## src/common/lsc_pkg.sv

```systemverilog
`default_nettype none
package lsc_pkg;
   // ***************************************
   // clock and time base
   // ***************************************
   localparam int CLK_NS       = 10;     // sys_clk period
   localparam int TICK_NS      = 1000;   // hiccup time base, 1 us
   localparam int TICK_CYC     = TICK_NS / CLK_NS;
   localparam int TICKS_PER_MS = 1000000 / TICK_NS;
   // ***************************************
   // hiccup phase times
   // ***************************************
   localparam int ON_SHORT_MS  = 4;
   localparam int OFF_SHORT_MS = 128;
   localparam int ON_LONG_MS   = 8;
   localparam int OFF_LONG_MS  = 256;
   // ***************************************
   // tone timing
   // ***************************************
   localparam int TONE_HZ       = 22000;
   localparam int TONE_PER_CYC  = 1000000000 / (TONE_HZ * CLK_NS);
   localparam int TONE_HALF_CYC = TONE_PER_CYC / 2;
   localparam int FAST_HALF_CYC = (TONE_HALF_CYC * 3) / 4;
   // ***************************************
   // register map
   // ***************************************
   localparam logic [7:0] ADR_MODE = 8'h00; // tone source select
   localparam logic [7:0] ADR_CTRL = 8'h01; // first control register
   localparam logic [7:0] ADR_STAT = 8'h02; // second control / status
   localparam int MODE_INT_B = 0;  // 1: internal tone generator
   localparam int CTRL_HIC_B = 0;  // 1: 8 ms on / 256 ms off
   localparam int CTRL_E44_B = 1;  // external_tone_44k_select
   localparam int CTRL_RCS_B = 7;  // register_control_select
   localparam int STAT_VG_B  = 0;  // output_voltage_good
   localparam int STAT_FLT_B = 1;  // latched fault
   localparam int STAT_OCP_B = 2;  // hiccup in progress
   localparam int STAT_OTP_B = 3;  // thermal shutdown
   localparam int STAT_TD_B  = 4;  // tone detected
   localparam int STAT_EN_B  = 5;  // register enable bit
   localparam int STAT_DOM_B = 6;  // detect_output_mode
   localparam logic [7:0] MODE_RST = 8'h01;
   localparam logic [7:0] CTRL_RST = 8'h00;
   localparam logic       EN_RST   = 1'b1;
   localparam logic       DOM_RST  = 1'b0;
   // ***************************************
   // types
   // ***************************************
   typedef struct packed {
      logic en_pin;           // enable pin
      logic tone_gate_input;  // tone gate / external tone
      logic det_in;           // squared tone detect input
      logic ocp;              // overcurrent / short indication
      logic ovt_hi;           // junction above upper threshold
      logic ovt_lo;           // junction below lower threshold
      logic vgood;            // output_voltage_good comparator
   } lsc_pins_s;
   typedef enum logic [1:0] {HIC_IDLE, HIC_CLAMP, HIC_OFF} lsc_hic_e;
endpackage
`default_nettype wire

```

## src/design/lsc_top.sv

```systemverilog
// Decided for this implementation: the strobed register port and the register offsets.
`timescale 1ns/1ps
`default_nettype none
// What this block does
// - hold clamped output 4 ms first
// - persisting fault: off 128 ms, retry
// - hiccup times chosen by register bit
// - pairs 4/128 ms or 8/256 ms
// - thermal off at high, on at low
// - registers answer during any protection
// - fault pin low, latched, on protection
// - enable pin recycle releases fault
// - status read releases fault under registers
// - internal tone gated by gate level
// - external tone passed from gate input
// - 44k select passes 44 kHz tone
// - detect tone, open-drain report
// - default mode: low while tone present
// - detect within one and half periods
// - pin control: enable follows pin
// - registers reachable whatever pin level
// - register select: enable bit governs
// - register select resets to zero
// - voltage good in status bit 0
// - select bit is bit 7 at 0x01
// - register enable bit resets to one
module lsc_top #(
   parameter int ON_SHORT_T  = lsc_pkg::ON_SHORT_MS * lsc_pkg::TICKS_PER_MS,
   parameter int OFF_SHORT_T = lsc_pkg::OFF_SHORT_MS * lsc_pkg::TICKS_PER_MS,
   parameter int ON_LONG_T   = lsc_pkg::ON_LONG_MS * lsc_pkg::TICKS_PER_MS,
   parameter int OFF_LONG_T  = lsc_pkg::OFF_LONG_MS * lsc_pkg::TICKS_PER_MS,
   parameter int PH_W        = 18
) (
   input  wire logic              sys_clk,
   input  wire logic              rst,
   input  wire lsc_pkg::lsc_pins_s pins,
   input  wire logic [7:0]        addr,
   input  wire logic [7:0]        wdata,
   input  wire logic              wr,
   input  wire logic              rd,
   output logic [7:0]             rdata,
   output logic                   supply_on,
   output logic                   converter_on,
   output logic                   tone_out,
   output logic                   fault_o,
   output logic                   fault_oe_n,
   output logic                   detect_o,
   output logic                   detect_oe_n
);
   import lsc_pkg::*;

   // ***************************************
   // parameter checks
   // ***************************************
   if (ON_SHORT_T < 1 || OFF_SHORT_T < 1 || ON_LONG_T < 1 || OFF_LONG_T < 1) begin : g_bad_t
      $error("hiccup phase lengths must be at least one tick");
   end
   if (OFF_LONG_T >= (1 << PH_W) || ON_LONG_T >= (1 << PH_W)) begin : g_bad_w
      $error("PH_W too narrow for hiccup phase lengths");
   end

   // sized forms of the phase lengths
   localparam logic [PH_W-1:0] ON_S  = PH_W'(ON_SHORT_T - 1);
   localparam logic [PH_W-1:0] OFF_S = PH_W'(OFF_SHORT_T - 1);
   localparam logic [PH_W-1:0] ON_L  = PH_W'(ON_LONG_T - 1);
   localparam logic [PH_W-1:0] OFF_L = PH_W'(OFF_LONG_T - 1);
   localparam logic [6:0]  TICK_END = 7'(TICK_CYC - 1);
   localparam logic [12:0] HALF_END = 13'(TONE_HALF_CYC - 1);
   localparam logic [12:0] FAST_LIM = 13'(FAST_HALF_CYC);
   localparam logic [12:0] DET_LIM  = 13'(TONE_PER_CYC);

   // ***************************************
   // pin synchronisers
   // ***************************************
   lsc_pins_s meta_r;   // first stage, read only by stage two
   lsc_pins_s pin_r;    // safe copy for all logic
   logic      en_d_r;   // previous enable pin level
   logic      gate_d_r; // previous gate level
   logic      det_d_r;  // previous detect input level

   // two flops on every pin input
   always_ff @(posedge sys_clk) begin
      meta_r <= pins;
      pin_r  <= meta_r;
   end

   // edge history of the safe copies
   always_ff @(posedge sys_clk) begin
      if (rst) begin
         en_d_r   <= 1'b1; // idle high, so no false rise after reset
         gate_d_r <= 1'b0;
         det_d_r  <= 1'b0;
      end else begin
         en_d_r   <= pin_r.en_pin;
         gate_d_r <= pin_r.tone_gate_input;
         det_d_r  <= pin_r.det_in;
      end
   end

   wire en_rise   = pin_r.en_pin & ~en_d_r;
   wire gate_rise = pin_r.tone_gate_input & ~gate_d_r;
   wire gate_edge = pin_r.tone_gate_input ^ gate_d_r;
   wire det_edge  = pin_r.det_in ^ det_d_r;

   // ***************************************
   // register file
   // ***************************************
   // the bus never looks at the enable pin or the
   // protection state, so it stays live throughout
   logic [7:0] mode_r;  // tone source
   logic [7:0] ctrl_r;  // select, hiccup, 44k
   logic       en_r;    // register output enable
   logic       dom_r;   // detect_output_mode

   wire wr_mode = wr & (addr == ADR_MODE);
   wire wr_ctrl = wr & (addr == ADR_CTRL);
   wire wr_stat = wr & (addr == ADR_STAT);
   wire rd_stat = rd & (addr == ADR_STAT);

   // plain stores, no side effects on write
   always_ff @(posedge sys_clk) begin
      if (rst) begin
         mode_r <= MODE_RST;
         ctrl_r <= CTRL_RST;
         en_r   <= EN_RST;
         dom_r  <= DOM_RST;
      end else begin
         if (wr_mode) begin
            mode_r <= wdata;
         end
         if (wr_ctrl) begin
            ctrl_r <= wdata;
         end
         if (wr_stat) begin
            en_r  <= wdata[STAT_EN_B];
            dom_r <= wdata[STAT_DOM_B]; // kept in case software errs
         end
      end
   end

   wire rcs      = ctrl_r[CTRL_RCS_B];
   wire hic_long = ctrl_r[CTRL_HIC_B];
   wire e44      = ctrl_r[CTRL_E44_B];
   wire int_tone = mode_r[MODE_INT_B];

   // ***************************************
   // hiccup time base
   // ***************************************
   logic [6:0] tick_cnt_r; // cycles within one tick
   wire        tick = (tick_cnt_r == TICK_END);

   // free running, so phases need no prescaler reset
   always_ff @(posedge sys_clk) begin
      if (rst || tick) begin
         tick_cnt_r <= '0;
      end else begin
         tick_cnt_r <= tick_cnt_r + 7'h01;
      end
   end

   // ***************************************
   // hiccup sequencer
   // ***************************************
   lsc_hic_e        hic_r, hic_nxt;
   logic [PH_W-1:0] ph_cnt_r, ph_cnt_nxt;
   // phase ends; limits picked by the timing bit
   wire [PH_W-1:0]  on_end  = hic_long ? ON_L : ON_S;
   wire [PH_W-1:0]  off_end = hic_long ? OFF_L : OFF_S;
   wire             ph_done_on  = tick & (ph_cnt_r >= on_end);
   wire             ph_done_off = tick & (ph_cnt_r >= off_end);

   // next state; counter restarts on every change
   always_comb begin
      hic_nxt    = hic_r;
      ph_cnt_nxt = tick ? ph_cnt_r + PH_W'(1) : ph_cnt_r;
      case (hic_r)
         HIC_IDLE: begin
            ph_cnt_nxt = '0;
            if (pin_r.ocp) begin
               hic_nxt = HIC_CLAMP; // clamp first
            end
         end
         HIC_CLAMP: begin
            if (!pin_r.ocp) begin
               hic_nxt    = HIC_IDLE;
               ph_cnt_nxt = '0;
            end else if (ph_done_on) begin
               hic_nxt    = HIC_OFF;
               ph_cnt_nxt = '0;
            end
         end
         HIC_OFF: begin
            if (ph_done_off) begin
               hic_nxt    = HIC_IDLE; // restart, retries if still shorted
               ph_cnt_nxt = '0;
            end
         end
         default: begin
            hic_nxt    = HIC_IDLE;
            ph_cnt_nxt = '0;
         end
      endcase
   end

   // state registers
   always_ff @(posedge sys_clk) begin
      if (rst) begin
         hic_r    <= HIC_IDLE;
         ph_cnt_r <= '0;
      end else begin
         hic_r    <= hic_nxt;
         ph_cnt_r <= ph_cnt_nxt;
      end
   end

   // ***************************************
   // thermal shutdown
   // ***************************************
   logic otp_r; // output held off for heat

   // hysteresis between the two thresholds
   always_ff @(posedge sys_clk) begin
      if (rst) begin
         otp_r <= 1'b0;
      end else if (pin_r.ovt_hi) begin
         otp_r <= 1'b1;
      end else if (pin_r.ovt_lo) begin
         otp_r <= 1'b0;
      end
   end

   // ***************************************
   // latched fault
   // ***************************************
   logic fault_r;
   wire  ocp_enter = (hic_r == HIC_IDLE) & pin_r.ocp;
   wire  flt_set   = ocp_enter | pin_r.ovt_hi;
   wire  flt_clr   = rcs ? rd_stat : en_rise;

   // set wins when both land together
   always_ff @(posedge sys_clk) begin
      if (rst) begin
         fault_r <= 1'b0;
      end else if (flt_set) begin
         fault_r <= 1'b1;
      end else if (flt_clr) begin
         fault_r <= 1'b0;
      end
   end

   // ***************************************
   // output enable
   // ***************************************
   wire want_on = rcs ? en_r : pin_r.en_pin;
   wire hic_off = (hic_r == HIC_OFF);
   wire on_nxt  = want_on & ~otp_r & ~hic_off;

   // registered drive of the regulator enables
   always_ff @(posedge sys_clk) begin
      if (rst) begin
         supply_on    <= 1'b0;
         converter_on <= 1'b0;
      end else begin
         supply_on    <= on_nxt;                 // stays on in clamp
         converter_on <= on_nxt;
      end
   end

   // ***************************************
   // internal 22 kHz generator
   // ***************************************
   logic [12:0] osc_cnt_r; // half period counter
   logic        osc_r;     // square wave

   // free running square wave
   always_ff @(posedge sys_clk) begin
      if (rst) begin
         osc_cnt_r <= '0;
         osc_r     <= 1'b0;
      end else if (osc_cnt_r == HALF_END) begin
         osc_cnt_r <= '0;
         osc_r     <= ~osc_r;
      end else begin
         osc_cnt_r <= osc_cnt_r + 13'h0001;
      end
   end

   // ***************************************
   // external tone rate check
   // ***************************************
   // a 44 kHz input has half periods well below the
   // 22 kHz ones; without the select bit it is halved
   logic [12:0] ext_cnt_r; // cycles since last gate edge
   logic        fast_r;    // input judged 44 kHz
   logic        div_r;     // halved external tone

   // measure each half period of the gate input
   always_ff @(posedge sys_clk) begin
      if (rst) begin
         ext_cnt_r <= '0;
         fast_r    <= 1'b0;
      end else if (gate_edge) begin
         ext_cnt_r <= '0;
         fast_r    <= (ext_cnt_r < FAST_LIM);
      end else if (ext_cnt_r != DET_LIM) begin
         ext_cnt_r <= ext_cnt_r + 13'h0001;
      end
   end

   // divide by two on rising edges
   always_ff @(posedge sys_clk) begin
      if (rst) begin
         div_r <= 1'b0;
      end else if (gate_rise) begin
         div_r <= ~div_r;
      end
   end

   // ***************************************
   // tone gating
   // ***************************************
   wire ext_tone = (fast_r & ~e44) ? div_r
                                   : pin_r.tone_gate_input;
   wire int_gate = pin_r.tone_gate_input & osc_r;
   wire tone_nxt = supply_on & (int_tone ? int_gate : ext_tone);

   // tone drive registered
   always_ff @(posedge sys_clk) begin
      if (rst) begin
         tone_out <= 1'b0;
      end else begin
         tone_out <= tone_nxt;
      end
   end

   // ***************************************
   // tone detector
   // ***************************************
   // present from the first edge; absent after one
   // full tone period without an edge, which keeps
   // the lag under one and a half periods
   logic [12:0] det_cnt_r; // cycles since last input edge
   logic        tone_r;    // tone present

   // edge watchdog
   always_ff @(posedge sys_clk) begin
      if (rst) begin
         det_cnt_r <= '0;
         tone_r    <= 1'b0;
      end else if (det_edge) begin
         det_cnt_r <= '0;
         tone_r    <= 1'b1;
      end else if (det_cnt_r == DET_LIM) begin
         tone_r    <= 1'b0;
      end else begin
         det_cnt_r <= det_cnt_r + 13'h0001;
      end
   end

   // open-drain drive of the detect and fault pins
   always_ff @(posedge sys_clk) begin
      if (rst) begin
         detect_oe_n <= 1'b1;
         fault_oe_n  <= 1'b1;
      end else begin
         detect_oe_n <= ~(tone_r ^ dom_r); // pull low on tone while dom_r is 0, on no tone while 1
         fault_oe_n  <= ~fault_r;
      end
   end

   assign detect_o = 1'b0; // open drain only pulls low
   assign fault_o  = 1'b0;

   // ***************************************
   // read path
   // ***************************************
   wire [7:0] stat_val = {1'b0, dom_r, en_r, tone_r, otp_r,
                          (hic_r != HIC_IDLE), fault_r,
                          pin_r.vgood};
   wire [7:0] rd_mux = (addr == ADR_MODE) ? mode_r :
                       (addr == ADR_CTRL) ? ctrl_r :
                       (addr == ADR_STAT) ? stat_val : 8'h00;

   // data in the cycle after the strobe only
   always_ff @(posedge sys_clk) begin
      if (rst) begin
         rdata <= 8'h00;
      end else if (rd) begin
         rdata <= rd_mux;
      end else begin
         rdata <= 8'h00;
      end
   end
endmodule
`default_nettype wire

```

## config.mk

```make
export PLATFORM = sky130hd
export DESIGN_NAME = lsc_top
export DESIGN_NICKNAME = d
export VERILOG_FILES = /design/src/common/lsc_pkg.sv /design/src/design/lsc_top.sv
export SDC_FILE = /design/constraint.sdc
export NUM_CORES = 1
export LEC_CHECK = 0
export BUFFER_PORTS_ARGS = -buffer_cell sky130_fd_sc_hd__buf_2
export CAP_MARGIN = 15
export CORE_MARGIN = 2
export CORE_UTILIZATION = 53
export DETAILED_ROUTE_END_ITERATION = 10
export GPL_TIMING_DRIVEN = 0
export HOLD_SLACK_MARGIN = 0.02
export PLACE_DENSITY = 0.78
export SLEW_MARGIN = 20
export SYNTH_ARGS = -nofsm -noshare
export SYNTH_HDL_FRONTEND = slang
export SYNTH_SLANG_ARGS = --single-unit
export TNS_END_PERCENT = 5
```

## constraint.sdc

```tcl
create_clock -name sys_clk -period 2.4 [get_ports sys_clk]
set_input_delay 0.12 -clock sys_clk [delete_from_list [all_inputs] [get_ports sys_clk]]
set_output_delay 0.12 -clock sys_clk [all_outputs]
set_load 0.01 [all_outputs]
```

==> summary.md <==
| Metric | Value |
|---|---|
| Initial antenna violation count | 0 |
| Slowest CP cell | or4b_4 |
| Pleak | 2.51 nW |
| P per Cell Area | 812 nW/um^2 |
| Area delta synth->final | 25.3% |
| CP bufs+invs | 2 |
| Dpl cell area | 5470 um^2 |
| Hpwl dp | 7110 um |
| Total power | 5.20 mW |
| Final Hold Fails | 0 |
| Port Buf Inserts | 38 |
| DIE HEIGHT | 102 um |
| Layout cells sized above 1 | 17.8% |
| Synth top area share | 46.6% |
| Via/cell ratio | 5.29 |
| Top post-synthesis cells by area | dfxtp_1 47%, nor2_1 6.6%, xnor2_1 5.1% |
| Crit path max-delay family | simple AND/OR/NAND/NOR gates |
| Sequential cell area | roughly 2400 um^2 |
| RD Place Congestion | 0.889 |
| Most common cell on crit path | or4b_4 |
| Final nets | 673 |
| Comb pwr share | 5.7% |
| Cell Rows | 35 |
| P_int | roughly 4 mW |
| Worst reg2reg path startpoint | tick_cnt_r[3]$_SDFF_PP0_ |
| Final ANT Viol Nets | 0 |
| Root buffer cell | clkbuf_8 |
| Routed len/inst | roughly 15 um |
| Max stage delay on crit path | 560 ps |
| Flop pwr share | 39.5% |
| Placed insts | 714 |
| Main flop type after synthesis | dfxtp_1 |
| Avg Cell Area, Syn | 9.36 um^2 |
| Worst hold stages | 3 |
| Worst hold path class | in2reg |
| Hold path start | wr |
| YS warnings | 0 |
| Core ar. | 9280 um^2 |
| Cell accounting for the most synthesized area | dfxtp_1 |
| Status | completed |
| Non-Filler Instances | 771 |
| DR vias | 4,077 |
| Die Width | just over 100 um |
| Routed WL | 11,200 um |
| Final Worst Setup Slack | 88.1 ps |
| CP Capture Type | flip-flop |
| Clock sink count | 119 |
| CP cell instances | or4b_4 -> or4b_4 -> o21ai_4 -> o21a_2 -> buf_8 -> clkbuf_16 -> nor3_2 |
| Design area | 6400 um^2 |
| Async set-reset flop share out of synthesis | 0% |
| First-pass GRT wire length | around 18,000 um |
| Max-slew violations | 0 |
| Max rail drop VDD | 0.000479 V |
| Largest net degree at the start of global routing | 17 |
| DRT iter0 DRCs | 244 |
| Setup slack at placement | 3.04 ps |
| FMAX | 433 MHz |
| GRT Overall Usage | approximately 22% |
| Worst path arrival time | 2690 ps |
| Maximum fanout along the worst path | 5 |
| # IOs | 42 |
| Footprint of the multi-input gates | 2520 um^2 |
| Yosys reg bits | 119 |
| Period utilisation layout | approximately 96% |
| H-tree depth | 4 |
| Diode count | 0 |
| Clock Path Buffers | 2 |
| Cell area after synthesis | 5110 um^2 |
| DIE AREA | 10,400 um^2 |
| CP Data Required Time | around 2800 ps |
| Reg-to-Reg End | ph_cnt_r[16]$_SDFF_PP0_ |
| Critical path launch point type | flip-flop |
| CTS tree | yes |
| Least-Margin Pin Slew | 592 ps |
| Initial cell density of the core | 55.1% |
| Fin crit period | 2310 ps |
| Hold Path Sink | en_r$_SDFFE_PP1P_ |
| Worst Skew | 6.12 ps |
| DRT Pass-1 Iters | 5 |
| Post-synth EDFFs | 0 |
| Worst-skew pair later-pin latency | 510 ps |
| Unique cell type count in the Yosys netlist | 54 |
| CTS Buf Count | 17 |
| DRC | 0 |
| Fillers | 664 |
| Endpoints failing setup | 0 |
| Clk pwr share | 54.8% |
| Max-slew headroom | 60.5% |
| FF-to-FF path depth | 7 |
| Global route total overflow | 0 |
| Reg2reg setup slack | 90 ps |
| Clk slew on worst S/H paths | about 60 ps |
| Vias in the first global route | between 3,000 and 4,000 |
| Commonest cells post-synth | 119 x dfxtp_1, 90 x nor2_1, 40 x nand2_1 |
| Seq/Total Area, Yosys | 46.6% |
| Net Sw Frac | 21.0% |
| Switching power total | 1.09 mW |
| Most common cell in the synthesized netlist | dfxtp_1 |
| Gate Count Post-Synth | between 500 and 600 |
| Max_cap viols | 0 |
| Setup CP Type | reg2reg |
==> worst register-to-register path, cell delays in order, from the launching register on <==
cell       delay, ps
dfxtp_2          340
or4b_4           560
or4b_4           530
o21ai_4          200
o21a_2           210
buf_8            140
clkbuf_16        150
nor3_2            40
==> cell type report <==
cell class / count / area share, %
clock buffers: 20 / 6.95
well taps: 129 / 2.52
inverters: 20 / 1.17
clock inverters: 12 / 3.48
flip-flops and latches: 119 / 37.2
multi-input cells: 387 / 39.3
plain buffers: 20 / 2.11
repair buffers: 64 / 7.23
==> how the worst max path moves through the flow <==
stage                                        start  cells past startpoint                 endpoint
after CTS                 tick_cnt_r[4]$_SDFF_PP0_                      8   ph_cnt_r[9]$_SDFF_PP0_
after detailed placement  tick_cnt_r[2]$_SDFF_PP0_                      8   ph_cnt_r[9]$_SDFF_PP0_
after global placement    tick_cnt_r[2]$_SDFF_PP0_                      8  ph_cnt_r[16]$_SDFF_PP0_
final                     tick_cnt_r[3]$_SDFF_PP0_                      7  ph_cnt_r[16]$_SDFF_PP0_
after global routing        ctrl_r[0]$_SDFFE_PP0P_                      9   ph_cnt_r[0]$_SDFF_PP0_
after floorplan           tick_cnt_r[2]$_SDFF_PP0_                      8  ph_cnt_r[10]$_SDFF_PP0_
==> registers in the layout (all words and copies together), names as in the netlist, 8 cells and up <==
| signal | flops |
|---|---|
| det_cnt_r | 13 |
| ctrl_r | 8 |
| osc_cnt_r | 13 |
| mode_r | 8 |
| ext_cnt_r | 13 |
| ph_cnt_r | 18 |
| rdata | 8 |
==> logic make-up (layout without fill, tap and decap cells) <==
kind of cell             after synthesis  count (layout)  synth area share [%]
adder cells (fa/ha/maj)               17              17                  4.16
multiplexers                          21              21                  4.14
AND/OR/NAND/NOR                      248             248                  25.4
buffers and inverters                 41             136                  4.26
AO/OA/AOI/OAI                         43              43                  5.75
other                                  1               2                0.0734
flip-flops                           119             119                  46.6
XOR/XNOR                              56              56                  9.60
==> what timing repair did <==
action | in CTS | in global routing
gates resized for setup | 0 | 3
cloned | 0 | 2
buffers inserted | 0 | 7
pin swaps | 1 | 4
hold buffers | 17 | 0
hold endpoints to repair | 26 | 0
setup endpoints to repair | 10 | 12
==> per-layer routing <==
layer | vias up | wire length (um) | share of wire, % | track usage, %
met5 | - | 0 | 0 | 0
met4 | 0 | 234 | 2.1 | 8.31
met3 | 25 | 602 | 5.4 | 6.57
met2 | 133 | 5220 | 47 | 36.5
met1 | 1894 | 5130 | 46 | 27.4
li1 | 2025 | - | - | -
==> placed cells by master (no fill, tap or decap), types with 4 or more instances in the layout <==
master	n
nand2b_1	11
or3_1	6
buf_4	10
xnor2_1	30
a21oi_1	13
nand3_1	18
inv_1	20
nand2_1	40
nor4_1	5
nor3_2	11
nor4b_1	4
nor4_2	4
bufinv_16	6
mux2i_1	20
o21ai_0	9
nand4_1	10
dfxtp_1	118
nor2_1	90
and3_1	11
ha_1	17
dlygate4sd3_1	17
buf_2	39
nor3_1	18
clkbuf_16	18
xor2_1	26
clkbuf_1	8
a2111oi_0	5
==> through the flow <==
step | TNS (ps) | hold slack, ps | util [%]
finish | 0 | 52.2 | 69.0
global route | -3.68 | 61.8 | 69.0
CTS | 0 | 33.4 | 67.9
detailed placement | 0 | 224 | 58.9
global placement | 0 | 222 | 58.9
floorplan | 0 | 148 | -
==> power groups by stage <==
stage / registers [mW] / clock network (mW) / logic, mW
floorplan: 2.09 / 0 / 0.158
global placement: 2.09 / 0 / 0.222
detailed placement: 2.10 / 0 / 0.229
CTS: 2.05 / 2.88 / 0.253
global route: 2.06 / 2.97 / 0.321
finish: 2.05 / 2.85 / 0.295
Power figures use the tool's default switching activity.
